--- config.mk ---
export PLATFORM = sky130hd
export DESIGN_NAME = tcp_top
export DESIGN_NICKNAME = d
export VERILOG_FILES = /design/src/rtl/tcp_pkg.sv /design/src/rtl/tcp_ch_if.sv /design/src/rtl/tcp_channel.sv /design/src/rtl/tcp_top.sv
export SDC_FILE = /design/constraint.sdc
export NUM_CORES = 1
export LEC_CHECK = 0
export BUFFER_PORTS_ARGS = -buffer_cell sky130_fd_sc_hd__buf_4
export CORE_MARGIN = 5
export CORE_UTILIZATION = 35
export CTS_CLUSTER_DIAMETER = 120
export DETAILED_ROUTE_END_ITERATION = 12
export HOLD_SLACK_MARGIN = 0.05
export SYNTH_ARGS = -nofsm -noshare
export SYNTH_HDL_FRONTEND = slang
export SYNTH_SLANG_ARGS = --single-unit
--- constraint.sdc ---
create_clock -name pclk -period 6.37 [get_ports pclk]
set_clock_uncertainty 0.05 [all_clocks]
set_input_delay 0.3185 -clock pclk [delete_from_list [all_inputs] [get_ports pclk]]
set_output_delay 0.3185 -clock pclk [all_outputs]
set_load 0.01 [all_outputs]
--- src/rtl/tcp_pkg.sv ---
// Purpose: constants shared by the three-channel pwm register block
// Assumes: apb byte address = 4 * register index, one register per word
// Notes:   register data sits in bits 7..0, upper bits read as zero
package tcp_pkg;
  // register indices as printed; byte address is four times the index
  localparam logic [7:0] IDX_CH0_PERIOD = 8'h9a;
  localparam logic [7:0] IDX_CH0_DUTYH  = 8'h9b;
  localparam logic [7:0] IDX_CH1_PERIOD = 8'h9c;
  localparam logic [7:0] IDX_CH1_DUTYH  = 8'h9d;
  localparam logic [7:0] IDX_CH2_PERIOD = 8'h9e;
  localparam logic [7:0] IDX_CH2_DUTYH  = 8'h9f;
  localparam logic [7:0] IDX_SHARED     = 8'ha1;
  localparam logic [7:0] IDX_PIN_CTRL   = 8'ha6;
  localparam logic [7:0] IDX_CH2_CTRL   = 8'ha7;
  localparam int         ADDR_W         = 10;
  // reset values
  localparam logic [7:0] RST_PERIOD     = 8'hff;
  localparam logic [7:0] RST_DUTYH      = 8'h80;
  localparam logic [1:0] RST_DUTYL      = 2'h0;
  localparam logic [1:0] RST_CKS        = 2'h2;
  // field positions
  localparam int SH_CH1_CKS   = 6;
  localparam int SH_CH1_DUTYL = 4;
  localparam int SH_CH0_CKS   = 2;
  localparam int SH_CH0_DUTYL = 0;
  localparam int C2_EN        = 4;
  localparam int C2_CKS       = 2;
  localparam int C2_DUTYL     = 0;
  localparam int PC_CH1_EN    = 7;
  localparam int PC_CH0_EN    = 6;
  // clock source encodings
  localparam logic [1:0] CKS_DIV4 = 2'h0;
  localparam logic [1:0] CKS_DIV2 = 2'h1;
  localparam logic [1:0] CKS_SYS  = 2'h2;
  localparam logic [1:0] CKS_RC   = 2'h3;
  localparam logic [1:0] PRESC_LAST = 2'h3;
endpackage

--- src/rtl/tcp_ch_if.sv ---
// Purpose: carries one channel's settings and output between modules
// Assumes: all signals in the pclk domain
// Notes:   ctrl side drives settings, chan side returns the pin level
`timescale 1ns/1ps
interface tcp_ch_if;
  logic [7:0] period;
  logic [9:0] duty;
  logic [1:0] cks;
  logic       enable;
  logic       rc_tick;
  logic       pwm_out;
  modport ctrl (output period, duty, cks, enable, rc_tick, input pwm_out);
  modport chan (input period, duty, cks, enable, rc_tick, output pwm_out);
endinterface

--- src/rtl/tcp_channel.sv ---
// Purpose: one pwm channel: prescaler, period counter, duty compare
// Assumes: rc_tick is a one-cycle pulse per internal rc clock edge
// Notes:   period and duty are taken into shadows at each period boundary
`timescale 1ns/1ps
module tcp_channel (
  // clock and reset
  input  wire logic pclk,
  input  wire logic presetn,
  input  wire logic clk_en,
  // settings and output
  tcp_ch_if.chan    ch
);
  logic [1:0] presc_r, presc_nxt;
  logic [7:0] cnt_r, cnt_nxt;
  logic [7:0] per_r, per_nxt;
  logic [9:0] duty_r, duty_nxt;
  logic       out_r, out_nxt;
  logic       tick;

  // next state: count selected clock, reload shadows on wrap
  always_comb begin
    presc_nxt = presc_r + 2'h1;
    cnt_nxt   = cnt_r;
    per_nxt   = per_r;
    duty_nxt  = duty_r;
    case (ch.cks)
      tcp_pkg::CKS_DIV4: tick = (presc_r == tcp_pkg::PRESC_LAST);
      tcp_pkg::CKS_DIV2: tick = presc_r[0];
      tcp_pkg::CKS_SYS:  tick = 1'b1;
      default:           tick = ch.rc_tick;
    endcase
    if (!ch.enable) begin
      // disabled: hold at start, track settings, pin low
      presc_nxt = 2'h0;
      cnt_nxt   = 8'h00;
      per_nxt   = ch.period;
      duty_nxt  = ch.duty;
    end else if (tick) begin
      if (cnt_r >= per_r) begin
        cnt_nxt  = 8'h00;
        per_nxt  = ch.period;
        duty_nxt = ch.duty;
      end else begin
        cnt_nxt = cnt_r + 8'h01;
      end
    end
    out_nxt = ch.enable && ({cnt_nxt, 2'b00} < duty_nxt);
  end

  // registers
  always_ff @(posedge pclk or negedge presetn) begin
    if (!presetn) begin
      presc_r <= 2'h0;
      cnt_r   <= 8'h00;
      per_r   <= tcp_pkg::RST_PERIOD;
      duty_r  <= {tcp_pkg::RST_DUTYH, tcp_pkg::RST_DUTYL};
      out_r   <= 1'b0;
    end else if (clk_en) begin
      presc_r <= presc_nxt;
      cnt_r   <= cnt_nxt;
      per_r   <= per_nxt;
      duty_r  <= duty_nxt;
      out_r   <= out_nxt;
    end
  end

  assign ch.pwm_out = out_r;
endmodule

--- src/rtl/tcp_top.sv ---
// Purpose: three-channel pwm generator with its registers on apb
// Assumes: rc_tick synchronous to pclk; no wait states on apb
// Notes:   answers one cycle after setup; unmapped address gives pslverr
//          misaligned or out-of-window addresses are refused as well
//          each register is one word at byte address four times its index
//          only bits 7..0 of a word hold state; bits 31..8 read as zero
//          a refused access writes nothing and returns zero data
//          read data is captured at setup and holds until the next setup
//          back-to-back transfers need no idle cycle between them
//          clk_en low stalls the bus answer and freezes every channel
//          rc_tick is a single-cycle pulse already in the pclk domain
//          unlisted bits of pin control and ch2 control read as zero
//          duty is the duty-high word above its two duty-low bits
//          new period and duty take effect at the next period boundary
//          the pins are active high and low while disabled
// How it works
// - each channel has an 8-bit read/write period, reset to ff
// - duty is 10 bits; bits 9..2 in own register, reset to 80
// - channel 0 duty bits 1..0 live in shared bits 1..0, reset 0
// - channel 1 duty bits 1..0 live in shared bits 5..4, reset 0
// - clock selects at shared 7..6 and 3..2: /4, /2, sys, rc; reset sys
// - channel 2 clock select and low duty in its own control register
// - channel 0 runs and drives its pin only while pin-control bit 6 set
// - channel 1 runs and drives its pin only while pin-control bit 7 set
// - channel 2 runs and drives its pin only while control bit 4 set
`timescale 1ns/1ps
module tcp_top (
  // clock, reset, enable
  input  wire logic        pclk,
  input  wire logic        presetn,
  input  wire logic        clk_en,
  // apb slave
  input  wire logic        psel,
  input  wire logic        penable,
  input  wire logic        pwrite,
  input  wire logic [11:0] paddr,
  input  wire logic [31:0] pwdata,
  output logic      [31:0] prdata,
  output logic             pready,
  output logic             pslverr,
  // internal rc clock tick and pwm pins
  input  wire logic        rc_tick,
  output logic      [2:0]  pwm_out
);
  // per-channel settings as software sees them
  logic [7:0]  per_r   [3];
  logic [7:0]  per_nxt [3];
  logic [7:0]  dh_r    [3];
  logic [7:0]  dh_nxt  [3];
  logic [1:0]  dl_r    [3];
  logic [1:0]  dl_nxt  [3];
  logic [1:0]  cks_r   [3];
  logic [1:0]  cks_nxt [3];
  logic [2:0]  en_r, en_nxt;

  // bus answer, registered so the outputs come from flops
  logic [31:0] rd_r, rd_nxt;
  logic        rdy_r, rdy_nxt;
  logic        err_r, err_nxt;

  // decode helpers
  logic [7:0]  rdv;
  logic        hit;
  logic        wr;
  logic [7:0]  idx;
  logic [7:0]  wd;

  // bus phases as this slave sees them
  logic        setup;
  logic        access;

  // word index, low data lane and the two bus phases
  assign idx    = paddr[tcp_pkg::ADDR_W-1:2];
  assign wd     = pwdata[7:0];
  assign setup  = psel && !penable;
  assign access = psel && penable && rdy_r;
  // a write lands only in the access cycle of a mapped word
  assign wr     = access && pwrite && !err_r;

  // address decode and read mux
  // unmapped words read as zero and raise pslverr at the answer
  always_comb begin
    hit = 1'b1;
    rdv = 8'h00;
    // refuse misaligned words and anything above the decoded window
    if (paddr[1:0] != 2'b00 || paddr[11:tcp_pkg::ADDR_W] != 2'b00) begin
      hit = 1'b0;
    // channel period and duty-high words
    end else if (idx == tcp_pkg::IDX_CH0_PERIOD) begin
      rdv = per_r[0];
    end else if (idx == tcp_pkg::IDX_CH0_DUTYH) begin
      rdv = dh_r[0];
    end else if (idx == tcp_pkg::IDX_CH1_PERIOD) begin
      rdv = per_r[1];
    end else if (idx == tcp_pkg::IDX_CH1_DUTYH) begin
      rdv = dh_r[1];
    end else if (idx == tcp_pkg::IDX_CH2_PERIOD) begin
      rdv = per_r[2];
    end else if (idx == tcp_pkg::IDX_CH2_DUTYH) begin
      rdv = dh_r[2];
    // shared word: ch1 fields above ch0 fields
    end else if (idx == tcp_pkg::IDX_SHARED) begin
      rdv = {cks_r[1], dl_r[1], cks_r[0], dl_r[0]};
    // pin control: enables in bits 7 and 6, the rest zero
    end else if (idx == tcp_pkg::IDX_PIN_CTRL) begin
      rdv = {en_r[1], en_r[0], 6'h00};
    // ch2 control: enable, clock select, duty-low
    end else if (idx == tcp_pkg::IDX_CH2_CTRL) begin
      rdv = {3'h0, en_r[2], cks_r[2], dl_r[2]};
    // nothing is mapped at any other index
    end else begin
      hit = 1'b0;
    end
  end

  // apb handshake: answer in the cycle after setup
  // pready rises in the access cycle that follows a setup taken while clk_en is high
  // pslverr marks a refused word in that same cycle
  always_comb begin
    rdy_nxt = setup;
    err_nxt = setup && !hit;
    // read data is captured at setup and then holds
    rd_nxt  = rd_r;
    if (setup) begin
      rd_nxt = {24'h0000_00, hit ? rdv : 8'h00};
    end
  end

  // register writes
  // every field of a word is written together; others keep their value
  always_comb begin
    per_nxt = per_r;
    dh_nxt  = dh_r;
    dl_nxt  = dl_r;
    cks_nxt = cks_r;
    en_nxt  = en_r;
    if (wr) begin
      // channel period and duty-high words
      if (idx == tcp_pkg::IDX_CH0_PERIOD) begin
        per_nxt[0] = wd;
      end else if (idx == tcp_pkg::IDX_CH0_DUTYH) begin
        dh_nxt[0] = wd;
      end else if (idx == tcp_pkg::IDX_CH1_PERIOD) begin
        per_nxt[1] = wd;
      end else if (idx == tcp_pkg::IDX_CH1_DUTYH) begin
        dh_nxt[1] = wd;
      end else if (idx == tcp_pkg::IDX_CH2_PERIOD) begin
        per_nxt[2] = wd;
      end else if (idx == tcp_pkg::IDX_CH2_DUTYH) begin
        dh_nxt[2] = wd;
      // shared word: clock selects and duty-low bits of ch0 and ch1
      end else if (idx == tcp_pkg::IDX_SHARED) begin
        dl_nxt[0]  = wd[tcp_pkg::SH_CH0_DUTYL +: 2];
        dl_nxt[1]  = wd[tcp_pkg::SH_CH1_DUTYL +: 2];
        cks_nxt[0] = wd[tcp_pkg::SH_CH0_CKS +: 2];
        cks_nxt[1] = wd[tcp_pkg::SH_CH1_CKS +: 2];
      // pin control: only the two channel enables are stored
      end else if (idx == tcp_pkg::IDX_PIN_CTRL) begin
        en_nxt[0] = wd[tcp_pkg::PC_CH0_EN];
        en_nxt[1] = wd[tcp_pkg::PC_CH1_EN];
      // ch2 control: enable, clock select and duty-low bits
      end else if (idx == tcp_pkg::IDX_CH2_CTRL) begin
        en_nxt[2]  = wd[tcp_pkg::C2_EN];
        cks_nxt[2] = wd[tcp_pkg::C2_CKS +: 2];
        dl_nxt[2]  = wd[tcp_pkg::C2_DUTYL +: 2];
      end
    end
  end

  // state registers
  // clk_en low freezes every register, the bus answer included
  always_ff @(posedge pclk or negedge presetn) begin
    if (!presetn) begin
      // settings come up at the longest period, sys clock, disabled
      for (int i = 0; i < 3; i++) begin
        per_r[i] <= tcp_pkg::RST_PERIOD;
        dh_r[i]  <= tcp_pkg::RST_DUTYH;
        dl_r[i]  <= tcp_pkg::RST_DUTYL;
        cks_r[i] <= tcp_pkg::RST_CKS;
      end
      en_r  <= 3'h0;
      // bus answer idle after reset
      rd_r  <= 32'h0000_0000;
      rdy_r <= 1'b0;
      err_r <= 1'b0;
    end else if (clk_en) begin
      per_r <= per_nxt;
      dh_r  <= dh_nxt;
      dl_r  <= dl_nxt;
      cks_r <= cks_nxt;
      en_r  <= en_nxt;
      rd_r  <= rd_nxt;
      rdy_r <= rdy_nxt;
      err_r <= err_nxt;
    end
  end

  // bus outputs come straight from their flops
  assign prdata  = rd_r;
  assign pready  = rdy_r;
  assign pslverr = err_r;

  // one channel instance per pwm pin
  // settings travel through one interface per channel; the rc tick is
  // shared, so every channel sees the same pulse on the same edge
  tcp_ch_if ch_if [3] ();
  for (genvar g = 0; g < 3; g++) begin : g_ch
    assign ch_if[g].period  = per_r[g];
    assign ch_if[g].duty    = {dh_r[g], dl_r[g]};
    assign ch_if[g].cks     = cks_r[g];
    assign ch_if[g].enable  = en_r[g];
    assign ch_if[g].rc_tick = rc_tick;
    assign pwm_out[g]       = ch_if[g].pwm_out;
    // the channel registers its own pin, so each output is a flop
    tcp_channel u_ch (
      .pclk    (pclk),
      .presetn (presetn),
      .clk_en  (clk_en),
      .ch      (ch_if[g])
    );
  end
endmodule
==> flow_summary.ini, run 1 <==
[sta]
report.final.slew_viol_count = 0
rsz0062_at_grt = no
slew_headroom_pct = 28.76
fin_crit_sh_pct = 54.10
setup_violations = 0
max_slew.worst_pin.slew_ns = 1.068
setup_slack_ns = 2.924
max_freq_ghz = 0.2902
finalCriticalPeriod_ns = 3.446
hold_violations = 0
tns_ns = 0

[placed_design]
dp_slack_ns = 2.932
place_area_um2 = 9768
hpwl_um = 16530
io_buffers = 39
gp_congestion = 0.9236

[worst_setup_path]
arrival_ns = 3.76
end_kind = register
path_common_cell = a21oi_1
critPathMaxStageDelay_ns = 0.69
cp_top_family = compound AO/OA/AOI/OAI gates
worstSetupStartpointType = register
cp.required_ns = 6.68
critPathKind = register to register
crit_chain = inv_1 > ha_1 > nand2_1 > o21ai_0 > a41oi_1 > o21ai_4 > mux2i_1 > ha_1 > a21o_1 > a21oi_1 > o21ai_0 > o2111ai_1 > a21oi_1 > a21oi_1
cp_num_buf_inv = 1
crit_slowest_cell = o21ai_4
path_max_fanout = 26

[power_and_ir_drop]
powerDensity_nw_per_um2 = 217.4
power_mw = 2.268
ir_drop_uv = 195.2
p_leak_nw = 4.837

[logic_synthesis]
yosysSeqAreaShare_pct = 43.97
ys_seq_elements = 160
synth_compound_area_share_pct = 11.50
syn_inst = 855
yosys_warnings = 0
synth_ff_type = dfrtp_1
avgSynthCellArea_um2 = 10.84
ys_types = 65
async_flop_share_pct = 100.0
synthAdderAreaFrac_pct = 7.289
synthMuxAreaShare_pct = 18.75
synth_xor_area_share_pct = 1.512
synth_top_family_by_area = multiplexers
synth_edf_count = 0
synth-simple-area-share_pct = 11.65
syn_area_um2 = 9269

[final_layout]
drive_gt1_share_pct = 28.95
final_cell_area_um2 = 10430
final_common_cell = mux2_2
layout_common_cells = mux2_2 (105), dfrtp_1 (103), nand2_1 (60)
utilization_pct = 40.03
area_delta_synth_final_pct = 12.53
n_antenna_cell = 0
nets = 990

[global_route]
grt_max_degree = 86
grt_first_pass_wirelength_um = 36560
grt_pass1_vias = 6382
grt_util_met3_pct = 3.712
antenna_found_initial = 0
busiest_layer = met2
met1_usage_pct = 21.21
overflow = 0
use_met2_pct = 23.96
grt_usage_pct = 15.23

[drt]
vias_per_cell = 5.302
wirelength_um = 22740
vias = 6537
first_iter_violations = 477
ant_nets = 0
drc_errors = 0
firstDrtPassIters = 4
wl_per_cell_um = 18.44

[run_status]
status = completed

[die]
fp-row-count = 59
die_h_um = 172.7
core_area_um2 = 26060
die_w_um = 172.7
die-area_um2 = 29840
io_pins = 88
initial_core_util_pct = 35.57

[clock_network]
cts_buffers = 17
clockBufferDepth = 2
clock_latency_ns = 0.43
cts_tree = built
cts_num_sinks = 160
cts_setup_buffers = 0
hold_buffers = 1
root_buffer = clkbuf_16
cts-resized-gates = 0
path_clk_slew_ns = 0.07
htreeDepth = 4

[worst_hold_path]
hold_class = input pin to register

[run]
max_cap_viol_count = 0
worst paths after layout:
path	end	slack (ns)	depth (start not counted)	from
worst min register to register	prdata[6]$_DFFE_PN0P_	0.42	2	prdata[6]$_DFFE_PN0P_
min in group asynchronous	g_ch[2].u_ch.presc_r[0]$_DFFE_PN0P_	0.45	2	presetn
worst min-delay path	ch_if[2].duty[9]$_DFFE_PN1P_	0.18	2	pwdata[7]
max in group asynchronous	g_ch[0].u_ch.duty_r[6]$_DFFE_PN0P_	4.36	3	presetn
worst max-delay path	g_ch[2].u_ch.ch.pwm_out$_DFFE_PN0P_	2.92	14	g_ch[2].u_ch.per_r[2]$_DFFE_PN1P_
worst max register to register	g_ch[2].u_ch.ch.pwm_out$_DFFE_PN0P_	2.92	14	g_ch[2].u_ch.per_r[2]$_DFFE_PN1P_
cells by family after synthesis:
family | after synthesis
compound gates | 160
simple gates | 214
buf+inv | 97
xor+xnor | 16
fa+ha+maj | 54
other cells | 1
flops | 160
mux | 153
registers in the layout, summed over array words and instances (netlist names):
signal / flops
ch_if.duty: 30
g_ch.u_ch.duty_r: 30
ch_if.period: 24
g_ch.u_ch.cnt_r: 24
g_ch.u_ch.per_r: 24
prdata: 8
ch_if.cks: 6
g_ch.u_ch.presc_r: 6
en_r: 3
g_ch.u_ch.ch.pwm_out: 3
pready: 1
pslverr: 1
power by group:
part	internal, mW	leakage (nW)	switching, mW
sequential	1.02	2.02	0.00455
clock	0.712	0.323	0.414
combinational	0.0339	2.49	0.0794
per-layer routing:
layer,vias to the layer above,part of all wire [%]
met2,138,47
met5,-,0
met4,0,1.2
li1,3106,-
met1,3278,47
met3,15,4.9
cell usage after synthesis (5+ instances only):
library cell | number | area, um^2
a21oi_1 | 29 | 145.1
mux2i_1 | 36 | 360.4
xnor2_1 | 14 | 122.6
nor3_1 | 12 | 60.06
mux2_2 | 105 | 1182
a21o_1 | 12 | 90.09
mux2_4 | 10 | 150.1
nand4_1 | 12 | 75.07
a22o_1 | 14 | 122.6
a221o_1 | 5 | 50.05
inv_1 | 41 | 153.9
a31oi_1 | 6 | 37.54
buf_2 | 8 | 40.04
and3_1 | 14 | 87.58
o211ai_1 | 7 | 52.55
nand2_1 | 60 | 225.2
nand3_1 | 16 | 80.08
buf_4 | 29 | 217.7
o2bb2ai_1 | 6 | 52.55
dfrtp_1 | 103 | 2577
clkbuf_1 | 13 | 48.80
dfstp_2 | 57 | 1498
nor2_1 | 55 | 206.5
o21ai_0 | 52 | 260.3
ha_1 | 54 | 675.7
nor2b_1 | 13 | 81.33
through the flow:
step | hold slack [ns] | cells
floorplan | -0.02709 | 878
global placement | 0.3775 | 1200
detailed placement | 0.3805 | 1200
CTS | 0.1702 | 1233
global route | 0.1786 | 1233
finish | 0.1839 | 1233
cell type report:
cell class	count	area, um^2
Clock inverter	9	152.6
Clock buffer	23	499.2
Timing Repair Buffer	43	329.1
Fill cell	2479	15630
Inverter	42	157.7
Tap cell	335	419.2
Sequential cell	160	4075
Multi-Input combinational cell	621	4797
No activity file was read; power rests on OpenSTA's default activity.
==> run 2, diff against run 1 <==
==> constraint.sdc (replaced) <==
create_clock -name pclk -period 3.1 [get_ports pclk]
set_clock_uncertainty 0.05 [all_clocks]
set_input_delay 0.155 -clock pclk [delete_from_list [all_inputs] [get_ports pclk]]
set_output_delay 0.155 -clock pclk [all_outputs]
set_load 0.01 [all_outputs]
==> run 2 against run 1 <==
  * Sequential cell count stayed put
  * Via count is 2.3% higher
  * Fmax is 16% higher
  * Hold slack worse by 0.12 ns
  * Sequential share of layout area is 1.0 points lower
  * Largest cell class unchanged
  * Highest routed layer unchanged
==> flow_summary.ini, run 2 (synthesized netlist as in run 1, its figures left out) <==
[final_layout]
drive_gt1_share_pct = 31.83
final_common_cell = mux2_2
area_delta_synth_final_pct = 15.47
layout_common_cells = mux2_2 (105), dfrtp_1 (103), buf_4 (66)
nets = 1025
fillerInstances = 2500
n_antenna_cell = 0

[worst_setup_path]
rr_endpoint = g_ch[2].u_ch.ch.pwm_out$_DFFE_PN0P_
critPathKind = register to register
crit_end = g_ch[2].u_ch.ch.pwm_out$_DFFE_PN0P_
r2r_slack_ns = 0.14
arrival_ns = 3.27
worstSetupStartpointType = register
end_kind = register
cp.required_ns = 3.40
reg2reg_from = g_ch[2].u_ch.per_r[7]$_DFFE_PN1P_
path_max_fanout = 6
startpoint = g_ch[2].u_ch.per_r[7]$_DFFE_PN1P_
reg2reg_depth = 12

[sta]
fin_crit_sh_pct = 95.60
report.final.slew_viol_count = 0
setup_violations = 0
max_slew.worst_pin.slew_ns = 0.9459
setup_slack_ns = 0.1363
finalCriticalPeriod_ns = 2.964
hold_violations = 0
whs_ns = 0.06584
slew_headroom_pct = 36.87
max_freq_ghz = 0.3374

[clock_network]
clockBufferDepth = 2
path_clk_slew_ns = 0.07
cts_num_sinks = 160
cts_tree = built
htreeDepth = 4
clock_latency_ns = 0.42
cts_buffers = 17
root_buffer = clkbuf_16

[power_and_ir_drop]
p_int_mw = 3.306
p_leak_nw = 4.947
powerDensity_nw_per_um2 = 408.4
power_switching_share_pct = 24.37
pwr-share-seq_pct = 48.3
switchingPower_mw = 1.065
power_frac_comb_pct = 5.7
ir_drop_uv = 391.8
p_clk_share_pct = 46.0

[drt]
firstDrtPassIters = 6
wirelength_um = 23510
wl_per_cell_um = 18.54
vias = 6686
drc_errors = 0
vias_per_cell = 5.273
first_iter_violations = 473
ant_nets = 0

[global_route]
antenna_found_initial = 1
grt_first_pass_wirelength_um = 36870
grt_usage_pct = 15.46
grt_pass1_vias = 6414
grt_max_degree = 76
overflow = 0

[die]
die-area_um2 = 29840
die_h_um = 172.7
fp-row-count = 59
core_area_um2 = 26060
die_w_um = 172.7
initial_core_util_pct = 35.57
io_pins = 88

[run_status]
status = completed

[placed_design]
gp_congestion = 0.9067
io_buffers = 39
dp_slack_ns = 0.03246
hpwl_um = 17050

[worst_hold_path]
hold_class = input pin to register

[run]
max_cap_viol_count = 0
## run 2: cell types whose count changed in the layout (fill, tap and decap cells not counted), sizes merged, moves of 4 or more
cell         previous run  this run
clkinvlp                0         5
bufinv                  4         0
dlygate4sd3             1         7
buf                    42        69
## run 2: worst min path at each step
stage,start,end,slack (ns),cells past startpoint
floorplan,presetn,ch_if[0].cks[0]$_DFFE_PN0P_,-0.19,0
global placement,presetn,pready$_DFFE_PN0P_,0.15,1
detailed placement,presetn,pready$_DFFE_PN0P_,0.15,1
CTS,clk_en,g_ch[1].u_ch.cnt_r[4]$_DFFE_PN0P_,0.06,2
global route,pwdata[6],ch_if[2].period[6]$_DFFE_PN1P_,0.07,2
finish,pwdata[6],ch_if[1].cks[0]$_DFFE_PN0P_,0.07,2
## run 2: through the flow
step / power [mW] / util, % / cell area (um^2) / setup TNS [ns] / instances
2_1_floorplan: 2.274 / - / 9355 / 0 / 878
3_3_place_gp: 2.390 / 38.13 / 9936 / 0 / 1219
3_5_place_dp: 2.392 / 38.13 / 9936 / 0 / 1219
4_1_cts: 4.413 / 40.55 / 10570 / 0 / 1258
5_1_grt: 4.517 / 41.07 / 10700 / -0.02594 / 1268
6_report: 4.371 / 41.07 / 10700 / 0 / 1268
## run 2: final cells by class
type                    count  area [um^2]  share of cell area, %
well taps                 335        419.2                  3.916
multi-input cells         622         4847                  45.29
flip-flops and latches    160         4075                  38.08
repair buffers             77        641.9                  5.997
clock inverters            11        78.83                 0.7365
clock buffers              21        483.0                  4.512
inverters                  42        157.7                  1.473
## run 2: layer usage
| metal | vias up | wire length [um] | GRT usage (%) |
|---|---|---|---|
| met4 | 0 | 390 | 4.193 |
| met1 | 3297 | 11100 | 22.04 |
| met2 | 184 | 10810 | 24.14 |
| met3 | 29 | 1204 | 2.991 |
| met5 | - | 0 | 0 |
| li1 | 3176 | - | - |
## run 2: worst max-delay path, stage by stage (launching register included)
cell	delay [ns]
dfstp_2	0.54
inv_1	0.04
ha_1	0.31
a21o_1	0.18
a21oi_1	0.35
o21ai_4	0.17
buf_4	0.19
mux2i_2	0.14
ha_1	0.32
o21a_1	0.19
o2111ai_1	0.20
a21oi_1	0.09
a21oi_1	0.12
## run 2: power groups by stage
stage / logic (mW) / registers, mW / clock network, mW
2_1_floorplan: 0.126 / 2.15 / 0
3_3_place_gp: 0.243 / 2.15 / 0
3_5_place_dp: 0.244 / 2.15 / 0
4_1_cts: 0.252 / 2.11 / 2.05
5_1_grt: 0.274 / 2.11 / 2.13
6_report: 0.249 / 2.11 / 2.01
## run 2: timing repair
item,in CTS,in global routing
pin swaps,1,3
buffers inserted,0,8
gates resized for setup,0,12
setup endpoints to repair,1,3
gates cloned,0,2
hold buffers,7,0
endpoints found under the hold margin,80,0
==> run 3, diff against run 2 <==
--- a/config.mk
+++ b/config.mk
@@ -5,12 +5,13 @@
 export SDC_FILE = /design/constraint.sdc
 export NUM_CORES = 1
 export LEC_CHECK = 0
-export BUFFER_PORTS_ARGS = -buffer_cell sky130_fd_sc_hd__buf_4
 export CORE_MARGIN = 5
-export CORE_UTILIZATION = 35
+export CORE_UTILIZATION = 55
 export CTS_CLUSTER_DIAMETER = 120
 export DETAILED_ROUTE_END_ITERATION = 12
+export DONT_BUFFER_PORTS = 1
 export HOLD_SLACK_MARGIN = 0.05
+export PLACE_DENSITY = 0.73
 export SYNTH_ARGS = -nofsm -noshare
 export SYNTH_HDL_FRONTEND = slang
 export SYNTH_SLANG_ARGS = --single-unit
==> run 3 against run 2 <==
  * Sequential power hardly changed
  * Cell area is 2.8% lower
  * The run now ends with hold timing left
  * Critical path depth is 3 higher
  * Sequential cell count stayed put
  * Critical endpoint unchanged
  * Core utilization is 22 points higher
  * Die area is 34% lower
  * Wire length is 3.6% lower
  * Worst setup slack worse by 0.091 ns
  * Register-to-register slack worse by 0.09 ns
  * Clock power is 10% higher
  * Non-clock buffer count is 34 lower
==> flow_summary.ini, run 3 (synthesized netlist as in run 1, its figures left out) <==
[drt]
drc_errors = 0
vias = 6740
wirelength_um = 22650
firstDrtPassIters = 5
first_iter_violations = 544
wl_per_cell_um = 20.24
vias_per_cell = 6.023
ant_nets = 0

[sta]
max_freq_ghz = 0.3274
setup_violations = 0
slew_headroom_pct = 37.39
whs_ns = -0.6370
hold_violations = 160
max_slew.worst_pin.slew_ns = 0.9382
finalCriticalPeriod_ns = 3.054
fin_crit_sh_pct = 98.53
report.final.slew_viol_count = 0

[final_layout]
layout_common_cells = mux2_2 (105), dfrtp_1 (103), nand2_1 (60)
nets = 991
layout.cells.non_filler = 1119
utilization_pct = 62.74
seq_area_um2 = 4075
area_delta_synth_final_pct = 12.24
final_common_cell = mux2_2
fillerInstances = 1291
n_antenna_cell = 0
multi_input_area_um2 = 4866
drive_gt1_share_pct = 28.59
final_cell_area_um2 = 10400

[clock_network]
cts_num_sinks = 160
clock_latency_ns = 0.44
path_clk_slew_ns = 0.06
hold_buffers = 15
clockBufferDepth = 2
cts_tree = built
htreeDepth = 4
cts_buffers = 17
root_buffer = clkbuf_16

[run_status]
status = finished, violations left
violations = hold timing

[global_route]
antenna_found_initial = 0
overflow = 0
grt_max_degree = 161
grt_usage_pct = 23.08
grt_first_pass_wirelength_um = 35670
grt_pass1_vias = 6495

[worst_setup_path]
cp.required_ns = 3.41
end_kind = register
worstSetupStartpointType = register
arrival_ns = 3.37
path_max_fanout = 5
crit_chain = inv_1 > ha_1 > a21oi_2 > nand2_1 > a41oi_2 > buf_4 > o21ai_4 > nor2_1 > ha_1 > a21o_1 > a21oi_1 > o21ai_0 > o2111ai_1 > a21oi_1 > a21oi_1
critPathMaxStageDelay_ns = 0.52
crit_slowest_cell = dfstp_2
cp_top_family = compound AO/OA/AOI/OAI gates
path_common_cell = a21oi_1
critPathKind = register to register
cp_num_buf_inv = 2

[power_and_ir_drop]
powerDensity_nw_per_um2 = 431.1
p_leak_nw = 4.841
power_mw = 4.485
ir_drop_uv = 379.1

[die]
io_pins = 88
fp-row-count = 47
initial_core_util_pct = 55.89
die-area_um2 = 19550
die_w_um = 139.8
core_area_um2 = 16580
die_h_um = 139.8

[placed_design]
place_area_um2 = 9443
hpwl_um = 15360
dp_cells = 1058
gp_congestion = 0.9817
io_buffers = 0

[worst_hold_path]
hold_class = input pin to asynchronous set/reset pin

[run]
max_cap_viol_count = 0
[run 3: metrics by stage]
stage / setup slack [ns] / setup TNS (ns)
detailed placement: 0.05626 / 0
global placement: 0.1279 / 0
floorplan: 0.05872 / 0
global route: -0.09713 / -0.09713
CTS: 0.04980 / 0
finish: 0.04560 / 0
[run 3: layout make-up]
type	count	area share (%)
Sequential cell	160	39.17
Multi-Input combinational cell	622	46.77
Inverter	42	1.515
Tap cell	220	2.646
Clock inverter	9	0.8539
Clock buffer	23	5.207
Timing Repair Buffer	43	3.836
[run 3: metal layers]
layer	up-vias	track usage (%)	share of wire, %
li1	3111	-	-
met1	3361	32.95	45
met2	234	35.40	46
met3	34	5.180	6.7
met4	0	6.833	2.1
met5	-	0	0
[run 3: power breakdown]
part | switching [mW] | internal (mW)
logic | 0.101 | 0.0534
clock network | 0.894 | 1.32
registers | 0.0129 | 2.10
total | 1.01 | 3.48
[run 3: final timing paths]
kind	startpoint	endpoint	slack (ns)	cells past startpoint
worst max-delay path	g_ch[2].u_ch.per_r[5]$_DFFE_PN1P_	g_ch[2].u_ch.ch.pwm_out$_DFFE_PN0P_	0.05	15
worst min-delay path	presetn	g_ch[2].u_ch.ch.pwm_out$_DFFE_PN0P_	-0.64	0
worst max register to register	g_ch[2].u_ch.per_r[5]$_DFFE_PN1P_	g_ch[2].u_ch.ch.pwm_out$_DFFE_PN0P_	0.05	15
worst min register to register	g_ch[1].u_ch.presc_r[1]$_DFFE_PN0P_	g_ch[1].u_ch.presc_r[1]$_DFFE_PN0P_	0.44	1
max in group asynchronous	presetn	ch_if[0].period[7]$_DFFE_PN1P_	3.35	0
min in group pclk	paddr[10]	prdata[4]$_DFFE_PN0P_	0.07	4
[run 3: what timing repair did]
action | 4_1_cts | 5_1_grt
setup buffers | 0 | 13
endpoints found under the hold margin | 262 | 160
setup endpoints to repair | 0 | 3
gates resized for setup | 0 | 13
